$ cat config.mk
export PLATFORM = sky130hd
export DESIGN_NAME = fsps_sequencer
export DESIGN_NICKNAME = d
export VERILOG_FILES = /design/src/fsps_pkg.sv /design/src/fsps_sequencer.sv
export VERILOG_INCLUDE_DIRS = /design/src
export SDC_FILE = /design/constraint.sdc
export NUM_CORES = 1
export LEC_CHECK = 0
export ABC_AREA = 1
export CAP_MARGIN = 20
export CELL_PAD_IN_SITES_DETAIL_PLACEMENT = 0
export CELL_PAD_IN_SITES_GLOBAL_PLACEMENT = 1
export CORE_ASPECT_RATIO = 2
export CORE_UTILIZATION = 28
export DETAILED_ROUTE_END_ITERATION = 10
export DONT_BUFFER_PORTS = 1
export GPL_ROUTABILITY_DRIVEN = 0
export PLACE_DENSITY_LB_ADDON = 0.1
export SLEW_MARGIN = 15
export SYNTH_ARGS = -nofsm -noshare
export SYNTH_HDL_FRONTEND = slang
export SYNTH_SLANG_ARGS = --single-unit
$ cat constraint.sdc
create_clock -name CLOCK -period 2.65 [get_ports CLOCK]
set_input_delay 0.53 -clock CLOCK [delete_from_list [all_inputs] [get_ports CLOCK]]
set_output_delay 0.53 -clock CLOCK [all_outputs]
set_load 0.03 [all_outputs]
$ cat src/fsps_map.svh
// Constants and register map of the flash self-program sequencer
`ifndef FSPS_MAP_SVH
`define FSPS_MAP_SVH
// ==========================================================================
// Register offsets
`define FSPS_CTRL_ADDR      8'h57
`define FSPS_STAT_ADDR      8'h58
// ==========================================================================
// Field layout and command codes
`define FSPS_CMD_MASK       8'h3F
`define FSPS_CMD_LOAD       8'h01
`define FSPS_CMD_ERASE      8'h03
`define FSPS_CMD_WRITE      8'h05
`define FSPS_CMD_FUSE       8'h09
`define FSPS_CMD_CLEAR      8'h11
`define FSPS_CMD_SIG        8'h21
`define FSPS_CTRL_RESET     8'h00
`define FSPS_ARM_BIT        0
`define FSPS_WORD_LSB       1
`define FSPS_WORD_MSB       4
`define FSPS_PAGE_LSB       5
`define FSPS_PAGE_MSB       11
`define FSPS_WORDS          16
`define FSPS_LAST_WORD      4'hF
`define FSPS_FUSE_SYNC_RST  2'h3
// ==========================================================================
// Timing
`define FSPS_ARM_WINDOW     3'h4
`define FSPS_READ_WINDOW    3'h3
`define FSPS_CLK_MHZ        100
`define FSPS_PROG_MIN_US    3700
`define FSPS_PROG_CYCLES    (`FSPS_PROG_MIN_US * `FSPS_CLK_MHZ)
`endif

$ cat src/fsps_pkg.sv
// Types of the flash self-program sequencer
package fsps_pkg;
  typedef enum logic [3:0] {
    FSPS_IDLE  = 4'b0001,
    FSPS_ARMED = 4'b0010,
    FSPS_BUSY  = 4'b0100,
    FSPS_READ  = 4'b1000
  } fsps_state_t;
  typedef logic [15:0] fsps_word_t;
endpackage

$ cat src/fsps_sequencer.sv
// Flash self-program sequencer: control register, page buffer, timed erase and write
`timescale 1ns/100ps
`include "fsps_map.svh"
module fsps_sequencer #(
  parameter int unsigned PROG_CYCLES = `FSPS_PROG_CYCLES
) (
  input  wire logic               CLOCK,
  input  wire logic               SRST,
  input  wire logic [7:0]         REG_ADDR,
  input  wire logic [7:0]         REG_WDATA,
  input  wire logic               REG_WR,
  input  wire logic               REG_RD,
  output logic      [7:0]         REG_RDATA,
  input  wire logic               STORE_PROGRAM,
  input  wire logic               LOAD_PROGRAM,
  input  wire logic [15:0]        POINTER,
  input  wire fsps_pkg::fsps_word_t DATA_PAIR,
  input  wire logic               SELF_PROGRAM_FUSE_N,
  input  wire logic               EEPROM_WRITE_BUSY,
  input  wire logic [7:0]         FUSE_LOCK_BITS,
  output logic                    CPU_HALT,
  output logic                    FLASH_ERASE,
  output logic                    FLASH_WRITE,
  output logic [6:0]              FLASH_PAGE,
  output fsps_pkg::fsps_word_t    FLASH_WDATA,
  output logic [3:0]              FLASH_WORD,
  output logic                    LOAD_BYTE_HIGH,
  output logic [7:0]              LOAD_RDATA,
  output logic                    LOAD_RVALID
);
  import fsps_pkg::*;

  // ========================================================================
  // Synchronised pins
  logic [1:0]          fuse_sync;
  logic [1:0]          eep_sync;
  logic                fuse_ok;
  logic                eep_busy;

  // Two-stage synchronisers for fuse and EEPROM busy
  always_ff @(posedge CLOCK) begin
    if (SRST) begin
      fuse_sync <= `FSPS_FUSE_SYNC_RST;
      eep_sync  <= 2'h0;
    end else begin
      fuse_sync <= {fuse_sync[0], SELF_PROGRAM_FUSE_N};
      eep_sync  <= {eep_sync[0], EEPROM_WRITE_BUSY};
    end
  end
  assign fuse_ok  = ~fuse_sync[1];
  assign eep_busy = eep_sync[1];

  // ========================================================================
  // Command decode
  fsps_state_t         state;
  logic [7:0]          ctrl;
  logic [2:0]          arm_cnt;
  logic [31:0]         prog_cnt;
  logic                ctrl_wr;
  logic                cmd_valid;
  logic                store_ok;
  logic                prog_start;

  // Lower six bits must match a listed command
  function automatic logic fsps_legal(input logic [7:0] v);
    logic [7:0] c;
    c = v & `FSPS_CMD_MASK;
    fsps_legal = (c == `FSPS_CMD_LOAD) || (c == `FSPS_CMD_ERASE) ||
                 (c == `FSPS_CMD_WRITE) || (c == `FSPS_CMD_FUSE) ||
                 (c == `FSPS_CMD_CLEAR) || (c == `FSPS_CMD_SIG);
  endfunction

  // Erase and write are the two timed operations that halt the core
  function automatic logic fsps_is_prog(input logic [7:0] c);
    fsps_is_prog = (c == `FSPS_CMD_ERASE) || (c == `FSPS_CMD_WRITE);
  endfunction

  assign ctrl_wr = REG_WR && (REG_ADDR == `FSPS_CTRL_ADDR);
  // illegal patterns ignored; blocked while EEPROM busy
  assign cmd_valid = ctrl_wr && fsps_legal(REG_WDATA) && !eep_busy &&
                     (state == FSPS_IDLE);
  // store acts only when armed and fuse programmed
  assign store_ok = STORE_PROGRAM && (state == FSPS_ARMED) && fuse_ok && !eep_busy;
  // armed erase or write store starts the timed run
  assign prog_start = store_ok && fsps_is_prog(ctrl);

  // ========================================================================
  // Sequencer state, control register and timers
  always_ff @(posedge CLOCK) begin
    if (SRST) begin
      state    <= FSPS_IDLE;
      ctrl     <= `FSPS_CTRL_RESET;
      arm_cnt  <= 3'h0;
      prog_cnt <= 32'h0;
    end else begin
      case (state)
        FSPS_IDLE: begin
          if (cmd_valid) begin
            ctrl    <= REG_WDATA & `FSPS_CMD_MASK;
            arm_cnt <= ((REG_WDATA & `FSPS_CMD_MASK) == `FSPS_CMD_LOAD ||
                        (REG_WDATA & `FSPS_CMD_MASK) == `FSPS_CMD_ERASE ||
                        (REG_WDATA & `FSPS_CMD_MASK) == `FSPS_CMD_WRITE)
                       ? `FSPS_ARM_WINDOW : `FSPS_READ_WINDOW;
            state   <= ((REG_WDATA & `FSPS_CMD_MASK) == `FSPS_CMD_CLEAR)
                       ? FSPS_IDLE : FSPS_ARMED;
            if ((REG_WDATA & `FSPS_CMD_MASK) == `FSPS_CMD_CLEAR) begin
              ctrl <= `FSPS_CTRL_RESET;
            end
          end
        end
        FSPS_ARMED: begin
          // self-clear after a load store or when window lapses
          if (prog_start) begin
            state    <= FSPS_BUSY;
            prog_cnt <= PROG_CYCLES - 1;
          end else if ((store_ok && ctrl == `FSPS_CMD_LOAD) || arm_cnt <= 3'h1) begin
            state <= FSPS_IDLE;
            ctrl  <= `FSPS_CTRL_RESET;
          end else begin
            arm_cnt <= arm_cnt - 3'h1;
          end
        end
        FSPS_BUSY: begin
          // hold for the minimum programming time
          if (prog_cnt == 32'h0) begin
            state <= FSPS_IDLE;
            ctrl  <= `FSPS_CTRL_RESET;
          end else begin
            prog_cnt <= prog_cnt - 32'h1;
          end
        end
        default: begin
          state <= FSPS_IDLE;
          ctrl  <= `FSPS_CTRL_RESET;
        end
      endcase
    end
  end

  // ========================================================================
  // Temporary page buffer
  fsps_word_t          buf_data [`FSPS_WORDS];
  logic [`FSPS_WORDS-1:0] buf_used;
  logic [3:0]          word_idx;
  logic                buf_clear;
  logic                load_en;
  logic                write_done;

  // word field above unused bit zero
  assign word_idx   = POINTER[`FSPS_WORD_MSB:`FSPS_WORD_LSB];
  // one word per armed load store
  assign load_en    = store_ok && (ctrl == `FSPS_CMD_LOAD);
  assign write_done = (state == FSPS_BUSY) && (prog_cnt == 32'h0) &&
                      (ctrl == `FSPS_CMD_WRITE);
  // clear after write or clear command; EEPROM write discards
  assign buf_clear  = write_done || eep_busy ||
                      (cmd_valid && (REG_WDATA & `FSPS_CMD_MASK) == `FSPS_CMD_CLEAR);

  genvar gi;
  generate
    for (gi = 0; gi < `FSPS_WORDS; gi++) begin : g_buf
      // any word index, each its own slot
      always_ff @(posedge CLOCK) begin
        if (SRST || buf_clear) begin
          buf_data[gi] <= 16'h0000;
          buf_used[gi] <= 1'b0;
        end else if (load_en && word_idx == 4'(gi) && !buf_used[gi]) begin
          buf_data[gi] <= DATA_PAIR;
          buf_used[gi] <= 1'b1;
        end
      end
    end
  endgenerate

  // ========================================================================
  // Flash operation outputs
  logic [6:0]          page_lat;
  logic [3:0]          out_idx;
  logic [6:0]          page_field;

  // page field sits above the word field
  assign page_field = POINTER[`FSPS_PAGE_MSB:`FSPS_PAGE_LSB];

  always_ff @(posedge CLOCK) begin
    if (SRST) begin
      page_lat <= 7'h00;
    end else if (prog_start) begin
      page_lat <= page_field;
    end
  end

  // Stream buffer words into flash during a page write
  always_ff @(posedge CLOCK) begin
    if (SRST || state != FSPS_BUSY) begin
      out_idx <= 4'h0;
    end else if (ctrl == `FSPS_CMD_WRITE && out_idx != `FSPS_LAST_WORD) begin
      out_idx <= out_idx + 4'h1;
    end
  end

  // halt CPU while erase or write runs; erase and write pulses
  always_ff @(posedge CLOCK) begin
    if (SRST) begin
      CPU_HALT    <= 1'b0;
      FLASH_ERASE <= 1'b0;
      FLASH_WRITE <= 1'b0;
      FLASH_PAGE  <= 7'h00;
      FLASH_WDATA <= 16'h0000;
      FLASH_WORD  <= 4'h0;
    end else begin
      CPU_HALT    <= (state == FSPS_BUSY) ||
                     prog_start;
      FLASH_ERASE <= (state == FSPS_BUSY) && (ctrl == `FSPS_CMD_ERASE);
      // write streams buffer words to latched page
      FLASH_WRITE <= (state == FSPS_BUSY) && (ctrl == `FSPS_CMD_WRITE);
      FLASH_PAGE  <= page_lat;
      FLASH_WDATA <= buf_data[out_idx];
      FLASH_WORD  <= out_idx;
    end
  end

  // ========================================================================
  // Load instruction and register reads
  // byte select from pointer bit zero; fuse read blocked while busy
  always_ff @(posedge CLOCK) begin
    if (SRST) begin
      LOAD_BYTE_HIGH <= 1'b0;
      LOAD_RDATA     <= 8'h00;
      LOAD_RVALID    <= 1'b0;
    end else begin
      LOAD_BYTE_HIGH <= POINTER[0];
      LOAD_RVALID    <= LOAD_PROGRAM && state == FSPS_ARMED &&
                        ctrl == `FSPS_CMD_FUSE && !eep_busy;
      LOAD_RDATA     <= (LOAD_PROGRAM && state == FSPS_ARMED &&
                         ctrl == `FSPS_CMD_FUSE && !eep_busy) ? FUSE_LOCK_BITS : 8'h00;
    end
  end

  // Register read data one cycle after the strobe
  always_ff @(posedge CLOCK) begin
    if (SRST) begin
      REG_RDATA <= 8'h00;
    end else if (REG_RD && REG_ADDR == `FSPS_CTRL_ADDR) begin
      REG_RDATA <= ctrl;
    end else if (REG_RD && REG_ADDR == `FSPS_STAT_ADDR) begin
      REG_RDATA <= {5'h00, eep_busy, fuse_ok, state == FSPS_BUSY};
    end else begin
      REG_RDATA <= 8'h00;
    end
  end

  // ========================================================================
  // Checks
  // arm lapses after four cycles, three for fuse and signature reads
  arm_lapse_a: assert property (@(posedge CLOCK) disable iff (SRST)
    (state == FSPS_ARMED && !STORE_PROGRAM)[*4] |=> state == FSPS_IDLE)
    else $error("arm window not closed");
  halt_busy_a: assert property (@(posedge CLOCK) disable iff (SRST)
    state == FSPS_BUSY |=> CPU_HALT) else $error("cpu not halted");
  unarmed_store_a: assert property (@(posedge CLOCK) disable iff (SRST)
    (state == FSPS_IDLE && !eep_busy) |=> $stable(buf_used) || $fell(|buf_used))
    else $error("buffer changed unarmed");
  fuse_block_a: assert property (@(posedge CLOCK) disable iff (SRST)
    (STORE_PROGRAM && !fuse_ok && state == FSPS_ARMED) |=> state != FSPS_BUSY)
    else $error("store ran with fuse off");
  eep_block_a: assert property (@(posedge CLOCK) disable iff (SRST)
    (eep_busy && state == FSPS_IDLE) |=> state == FSPS_IDLE)
    else $error("armed during EEPROM write");
  bad_cmd_a: assert property (@(posedge CLOCK) disable iff (SRST)
    (ctrl_wr && !fsps_legal(REG_WDATA) && state == FSPS_IDLE) |=> $stable(ctrl))
    else $error("illegal command took effect");
  write_clear_a: assert property (@(posedge CLOCK) disable iff (SRST)
    write_done |=> buf_used == '0) else $error("buffer not cleared");
  load_word_a: assert property (@(posedge CLOCK) disable iff (SRST)
    load_en && !buf_clear |=> buf_used[$past(word_idx)]) else $error("word not loaded");
  page_hold_a: assert property (@(posedge CLOCK) disable iff (SRST)
    state == FSPS_BUSY |=> $stable(page_lat)) else $error("page changed");
  start_halt_a: assert property (@(posedge CLOCK) disable iff (SRST)
    prog_start |=> state == FSPS_BUSY && CPU_HALT)
    else $error("timed run not started");
  // page taken from pointer at store
  page_latch_a: assert property (@(posedge CLOCK) disable iff (SRST)
    prog_start |=> page_lat == $past(page_field))
    else $error("page not latched");
  // busy timer counts down by one
  busy_count_a: assert property (@(posedge CLOCK) disable iff (SRST)
    (state == FSPS_BUSY && prog_cnt != 32'h0) |=>
      (state == FSPS_BUSY && prog_cnt == $past(prog_cnt) - 32'h1))
    else $error("programming timer broken");
  // arm bit drops when the run ends
  busy_end_a: assert property (@(posedge CLOCK) disable iff (SRST)
    (state == FSPS_BUSY && prog_cnt == 32'h0) |=>
      (state == FSPS_IDLE && ctrl == `FSPS_CTRL_RESET))
    else $error("run did not end");
  // arm bit drops after a load
  load_leaves_a: assert property (@(posedge CLOCK) disable iff (SRST)
    load_en |=> state == FSPS_IDLE && ctrl == `FSPS_CTRL_RESET)
    else $error("arm held after load");
  clear_cmd_a: assert property (@(posedge CLOCK) disable iff (SRST)
    (cmd_valid && (REG_WDATA & `FSPS_CMD_MASK) == `FSPS_CMD_CLEAR) |=> buf_used == '0)
    else $error("buffer not cleared by command");
  eep_discard_a: assert property (@(posedge CLOCK) disable iff (SRST)
    eep_busy |=> buf_used == '0)
    else $error("buffer kept during EEPROM write");
  // no fuse read while EEPROM busy
  eep_read_a: assert property (@(posedge CLOCK) disable iff (SRST)
    eep_busy |=> !LOAD_RVALID)
    else $error("fuse read during EEPROM write");
  // armed fuse read returns fuse bits
  fuse_read_a: assert property (@(posedge CLOCK) disable iff (SRST)
    (LOAD_PROGRAM && state == FSPS_ARMED && ctrl == `FSPS_CMD_FUSE && !eep_busy) |=>
      (LOAD_RVALID && LOAD_RDATA == $past(FUSE_LOCK_BITS)))
    else $error("fuse read lost");
  erase_write_a: assert property (@(posedge CLOCK) disable iff (SRST)
    !(FLASH_ERASE && FLASH_WRITE))
    else $error("erase and write overlap");
  idle_quiet_a: assert property (@(posedge CLOCK) disable iff (SRST)
    state == FSPS_IDLE |=> !FLASH_ERASE && !FLASH_WRITE)
    else $error("flash strobed while idle");
  stream_word_a: assert property (@(posedge CLOCK) disable iff (SRST)
    (FLASH_WRITE && FLASH_WORD != `FSPS_LAST_WORD) |=> FLASH_WORD == $past(FLASH_WORD) + 4'h1)
    else $error("write word skipped");

  // ========================================================================
  // Main scenarios reached
  cov_load_c:  cover property (@(posedge CLOCK) load_en);
  cov_erase_c: cover property (@(posedge CLOCK) state == FSPS_BUSY && ctrl == `FSPS_CMD_ERASE);
  cov_write_c: cover property (@(posedge CLOCK) write_done);
  cov_fuse_c:  cover property (@(posedge CLOCK) LOAD_RVALID);
  cov_lapse_c: cover property (@(posedge CLOCK) state == FSPS_ARMED && arm_cnt == 3'h1 && !store_ok);
endmodule

After elaboration in Yosys (flattened, before gate mapping). Memories as Yosys holds them, arrays and structs flattened. A register that Yosys moved wholly into a read port is not among the register bits. Index checks and enable logic that the tools add are counted.

Flip-flop bits (word level): 110. RAM bits: 256. Output and inout bits: 48. Logic and storage cells: 274. Memories kept: 1.

Memory list: buf_data (words 16, width 16, rd ports 1, clocked after memory_dff 1, wr ports 16, line fsps_sequencer.sv:142) `` fsps_word_t buf_data [`FSPS_WORDS]; ``.

Add/subtract/negate cells: 3. Magnitude comparators: 1. Equality and inequality tests: 40. Muxes and demuxes: 88. Bitwise gates (word level): 18. Reduce and logical (&&, ||, !) cells: 90.

Operators by type and width (count): $mux 16 (16); $mux 32 (2); $pmux 32 s2 (1); $logic_and 1x1->1 (52); $mux 1 (50); $mux 8 (5); $eq 4x4->1 const B (8); $logic_not 32->1 (1); $sub 32x1->32 const B (1); $pmux 8 s3 (1); $eq 4x3->1 const B (5); $logic_not 1->1 (17); $eq 8x7->1 const B (2); $mux 4 (4); $or 1x1->1 (16); $mux 3 (5); $eq 4x2->1 const B (3); $logic_or 1x1->1 (12); $ne 2x2->1 const B (6); $pmux 4 s3 (1); $eq 4x1->1 const B (2); $eq 8x1->1 const B (1); $eq 8x2->1 const B (1); $eq 8x3->1 const B (1); other kinds (23) (27).

Logic depth before layout (Yosys ltp). Gate-level depths: netlist of run 1.

Word-level depth: 15. Mapped depth: 13.

Worst setup path after synthesis of run 1. No wires, ideal clock.

Kind: input port to flip-flop. Start: in STORE_PROGRAM. End: mem buf_data[11][0] (netlist bit) (enable). Data arrival time: 2244 ps. Data required time: 2239 ps. Setup slack: -6 ps. Stages: 4. Buffers on the path: 0. Cells stage by stage: nand3_1 nor2_2 nand4_1 o21ai_0.

RTL lines: start, declared (line fsps_sequencer.sv:14) `input wire logic STORE_PROGRAM,`; end, declared (line fsps_sequencer.sv:142).

==> impl_metrics.yaml, run 1 <==
synthesis:
  async_reset_ff_share_pct: 0
  syn_inst: 1852
  synth_seq_area_share_pct: 59.8
  synth_top_area_share_pct: 45.5
  synth_edf_count: 256
  yosysWarnings: 0
  synth-seq-cells: 377
  synthTopCellsByArea: "edfxtp_1 45%, dfxtp_1 14%, nor2_1 10%"
  syn_avg_cell_area_sq_um: 9.12
  synth_area_sq_um: 16900
  ys.flop_type: "edfxtp_1"
  synth.distinct_cells: 40
  synth_top_area_cell: "edfxtp_1"
power:
  ir_drop_v: 0.000364
  p_leak_nw: 7.61
  power_density_nw_per_um2: 663
clock_network:
  cts_tree: "built"
  cts.path.max_buffers: 3
  clk_pin_slew_worst_paths_ns: 0.07
  insertion_delay_ns: 0.56
  cts_buffers: 40
  cts_root_buffer: "clkbuf_16"
  htree_num_levels: 2
  cts_setup_buffers: 0
  clock_sink_count: 377
critical_path:
  rrSetupSlack_ns: 0.19
  worst_ep_arrival_time_ns: 2.72
  reg2reg_from: "ctrl[4]"
  cpMostUsedCell: "nor2_1"
  reg2regPathDepth: 8
  r2r-end: "buf_data[7][9]"
  crit_chain: "nor2_1 > nand3_1 > nor2_1 > nand4_1 > inv_1 > nand3_2 > nand2_1 > buf_12"
  slowest_stage: "nand4_1"
  cp-start-kind: "flop"
  crit_type: "reg -> reg"
  critPathMaxStageDelay_ns: 0.47
  cp_max_fo: 16
  cp.required_ns: 2.91
  crit_path_end_kind: "flop"
detailed_routing:
  routed_wl_mm: 54.2
  vias: 12908
  wl_per_cell_um: 20.4
  ant_nets: 0
  first_pass_iters: 5
  drt-initial-drc-count: 764
  via_per_inst: 4.85
  drc: 0
global_route:
  antenna_found_initial: 0
  track_usage_pct: 17.9
  grt_pass1_vias: 13223
  grt_max_degree: 71
  grt_pass1_wl_mm: 81.4
  grt_overflow: 0
die:
  start_util_pct: 28.3
  dieWidth_um: 176
  rows: 127
  core-area_sq_um: 59700
  die_y_um: 349
  io_pins: 112
  die_area_sq_um: 61400
sta:
  drv_slew: 0
  fin_crit_ns: 2.46
  relSlewSlack_pct: 47.5
  worst_pin_slew_ns: 0.787
  grt_setup_unrepaired: "false"
  worst_hold_slack_ns: 0.0636
  setup_viol: 0
  fmax_mhz: 406
  fin_crit_sh_pct: 92.9
  clock-skew-final_ns: 0.0343
  setup-tns-final_ns: 0
  hold_violations: 0
cells_and_area:
  diodes: 0
  fin_nets: 1926
  drive_above_1_share_pct: 9.85
  area_growth_pct: 16.7
worst_hold_path:
  worstHoldStart: "SRST"
  min_to: "eep_sync[0]"
  hold_class: "in -> reg"
  hold_depth: 1
job:
  drv_cap: 0
placed_design:
  dp_hpwl_mm: 38.6
  io_buffers: 0
outcome:
  status: "finished clean"
-- layout by cell type, fill, tap and decap left out, types with 7 or more instances in the layout --
| cell | n |
|---|---|
| nor2_1 | 460 |
| edfxtp_1 | 256 |
| nand2_1 | 209 |
| o21ai_0 | 162 |
| nor3_1 | 136 |
| inv_1 | 121 |
| dfxtp_1 | 119 |
| nand3_1 | 49 |
| a21oi_1 | 48 |
| buf_4 | 45 |
| clkbuf_16 | 40 |
| o211ai_1 | 33 |
| o22ai_1 | 33 |
| buf_12 | 33 |
| a31oi_1 | 15 |
| nand4_1 | 13 |
| nand3_2 | 10 |
| clkinv_2 | 10 |
| nand4_2 | 8 |
| xor2_1 | 8 |
| clkbuf_8 | 7 |
-- where the power goes --
group          switching, mW  total, mW  internal, mW
Sequential            0.0799       6.55          6.47
Combinational          0.433      0.604         0.171
Clock                   2.46       5.92          3.46
Total                   2.97       13.1          10.1
-- per-stage QoR --
stage	power [mW]	cells	area, sq um	worst slack, ns	utilization, %
2_1_floorplan	7.05	1853	16900	-0.00557	-
3_3_place_gp	7.29	2589	18300	0.166	30.7
3_5_place_dp	7.30	2589	18300	0.166	30.7
4_1_cts	13.3	2662	19700	0.151	33.0
5_1_grt	13.6	2662	19700	0.00190	33.0
6_report	13.1	2662	19700	0.189	33.0
-- sequential cells by signal, summed over array words and instances (netlist names), 6 cells and up --
register	cells
FLASH_PAGE	7
FLASH_WDATA	16
LOAD_RDATA	8
REG_RDATA	6
buf_data	256
buf_used	16
ctrl	6
page_lat	7
prog_cnt	32
-- layout make-up --
class | instances | area [sq um]
clock buffer | 51 | 1110
sequential | 377 | 10100
tap | 774 | 968
multi-input combinational | 1233 | 5800
timing repair buffer | 78 | 998
clock inverter | 22 | 248
fill | 6332 | 40000
inverter | 127 | 479
-- synth_stat cells (3+ instances only) --
cell type and instances:
a21oi_1 48, a31oi_1 15, and2_1 3, buf_1 4
buf_2 20, buf_4 17, clkbuf_1 73, dfxtp_1 121
edfxtp_1 256, ha_1 5, inv_1 122, inv_2 3
nand2_1 209, nand3_1 49, nand3_2 11, nand3b_1 3
nand4_1 13, nand4_2 9, nor2_1 460, nor2_2 5
nor3_1 136, o211ai_1 33, o21ai_0 166, o21ai_1 3
o22ai_1 33, or2_2 4, xnor2_1 5, xor2_1 8
-- per-layer routing --
layer	vias to the layer above	track usage, %	wire, um
met3	85	1.92	1530
met1	6300	17.3	18900
met2	240	36.9	31700
met5	-	0	0
li1	6283	-	-
met4	0	7.29	2020
-- logic make-up after synthesis --
group | Yosys count | share of synthesized area [%]
buffers and inverters | 243 | 6.01
other | 1 | 0.0222
adder cells (fa/ha/maj) | 5 | 0.370
flip-flops | 377 | 59.8
AND/OR/NAND/NOR | 909 | 23.1
AO/OA/AOI/OAI | 304 | 9.95
XOR/XNOR | 13 | 0.674
-- worst max-delay path by stage --
stage	startpoint	to	slack [ns]	cells past startpoint
final	ctrl[4]	buf_data[7][9]	0.19	8
after global routing	ctrl[4]	buf_data[7][13]	0.002	8
after CTS	ctrl[5]	buf_data[10][14]	0.15	10
after detailed placement	ctrl[5]	buf_data[10][11]	0.17	10
after global placement	ctrl[4]	buf_data[10][11]	0.17	10
after floorplan	STORE_PROGRAM	buf_data[11][0]	-0.006	4
-- what timing repair did --
| action | CTS | global route |
|---|---|---|
| resized for setup | 0 | 1 |
| hold buffers | 0 | 0 |
| setup endpoints to repair | 0 | 7 |
-- critical path, delay by kind of cell, from the launching register on --
kind                   cells  cell delay [ns]
buffers and inverters      2             0.40
DFF                        1             0.32
and+or+nand+nor            6             1.43
Note: power is estimated with default switching activity, not from simulation.
==> run 2: changes to the inputs <==
- CELL_PAD_IN_SITES_DETAIL_PLACEMENT: 0 -> 1
- CELL_PAD_IN_SITES_GLOBAL_PLACEMENT: 1 -> 2
- CORE_UTILIZATION: 28 -> 36
==> run 2 against run 1 <==
  * Maximum frequency shrank 0.35%
  * Cell count shrank 5.4%
  * Via count up 1.4%
  * Highest routed layer unchanged
==> impl_metrics.yaml, run 2 (synthesis results as in run 1) <==
sta:
  hold_violations: 0
  drv_slew: 0
  fin_crit_ns: 2.47
  setup_slack_ns: 0.180
  fmax_mhz: 405
  grt_setup_unrepaired: "false"
  worst_pin_slew_ns: 0.750
  clock-skew-final_ns: 0.0342
  fin_crit_sh_pct: 93.2
  setup_viol: 0
  relSlewSlack_pct: 49.9
cells_and_area:
  largest_register_ffs: 256
  layout_common_cells: "460 x nor2_1, 256 x edfxtp_1, 209 x nand2_1, 162 x o21ai_0, 136 x nor3_1"
  fin_nets: 1929
  reg_top3: "buf_data: 256 flops, prog_cnt: 32 flops"
  final_common_cell: "nor2_1"
  area_growth_pct: 15.4
  largest-register: "buf_data"
  layoutNonFillerInstCount: 2517
  diodes: 0
  drive_above_1_share_pct: 9.79
placed_design:
  post-place-ws_ns: 0.185
  placed_cells: 2442
  io_buffers: 0
  dp_hpwl_mm: 36.8
critical_path:
  crit_type: "reg -> reg"
  cp.required_ns: 2.92
  crit_path_end_kind: "flop"
  cp_max_fo: 40
  worst_ep_arrival_time_ns: 2.74
  cp-start-kind: "flop"
power:
  swShare_pct: 22.6
  internal_power_mw: 9.94
  ir_drop_v: 0.000490
  pwr-share-comb_pct: 4.6
  p_leak_nw: 7.59
  clock_power_share_pct: 44.4
  power.total_mw: 12.9
  p_sw_mw: 2.91
  seq_power_share_pct: 51.0
  power_density_nw_per_um2: 659
die:
  core-area_sq_um: 46500
  die_y_um: 308
  start_util_pct: 36.3
  rows: 112
  io_pins: 112
  die_area_sq_um: 47900
  dieWidth_um: 155
global_route:
  antenna_found_initial: 0
  grt_max_degree: 75
  grt_pass1_vias: 14112
  track_usage_pct: 21.8
  grt_overflow: 0
  grt_pass1_wl_mm: 78.9
detailed_routing:
  via_per_inst: 5.20
  vias: 13086
  routed_wl_mm: 50.9
  drt-initial-drc-count: 584
  drc: 0
  first_pass_iters: 4
  ant_nets: 0
  wl_per_cell_um: 20.2
clock_network:
  cts_buffers: 38
  htree_num_levels: 2
  post_cts_resized: 0
  hold_buffers: 0
  insertion_delay_ns: 0.56
  cts_tree: "built"
  clock_sink_count: 377
  clk_pin_slew_worst_paths_ns: 0.07
  cts_root_buffer: "clkbuf_16"
  cts.path.max_buffers: 3
job:
  drv_cap: 0
worst_hold_path:
  hold_class: "in -> reg"
outcome:
  status: "finished clean"
==> run 2: final timing paths <==
kind                      end  cells past startpoint  slack, ns        start
max          buf_data[12][11]                      8       0.18  prog_cnt[7]
min               prog_cnt[2]                      1       0.05         SRST
max reg2reg  buf_data[12][11]                      8       0.18  prog_cnt[7]
min reg2reg       eep_sync[1]                      2       0.41  eep_sync[0]
==> run 2: area by class of cell <==
type | count | area, sq um
Fill cell | 5372 | 27000
Sequential cell | 377 | 10100
Multi-Input combinational cell | 1233 | 5790
Clock buffer | 51 | 1050
Timing Repair Buffer | 83 | 1040
Tap cell | 627 | 785
Inverter | 127 | 478
Clock inverter | 19 | 249
==> run 2: power by group through the flow <==
stage,registers [mW],logic (mW),clock network [mW]
detailed placement,6.69,0.597,0
CTS,6.56,0.602,5.87
global route,6.57,0.654,6.05
global placement,6.68,0.588,0
floorplan,6.67,0.378,0
finish,6.56,0.589,5.71
==> run 2: what timing repair did <==
item	in CTS	in global routing
buffers inserted	0	5
endpoints found under the hold margin	0	0
setup endpoints to repair	0	6
==> run 2: critical path, cell delays in order, from the launching register on <==
cell,delay (ns)
dfxtp_1,0.38
nor2_1,0.25
nand2_1,0.17
nor3_1,0.31
nand4_2,0.28
nand3_4,0.17
buf_12,0.25
buf_4,0.28
nor3_1,0.07
==> run 2: per-stage QoR <==
stage	hold slack (ns)	cell area (sq um)	setup TNS [ns]	util, %
final	0.0499	19500	0	41.9
after CTS	0.0336	19500	0	41.8
after detailed placement	0.398	18200	0	39.0
after global routing	0.0393	19500	0	41.9
after floorplan	0.388	16900	-0.178	-
after global placement	0.401	18200	0	39.0
==> run 2: layer usage <==
layer	vias up	track usage, %	routed length (um)
met1	6440	20.6	17900
met2	223	45.5	29600
met3	123	2.15	1240
li1	6300	-	-
met4	0	9.78	2130
met5	-	0	0
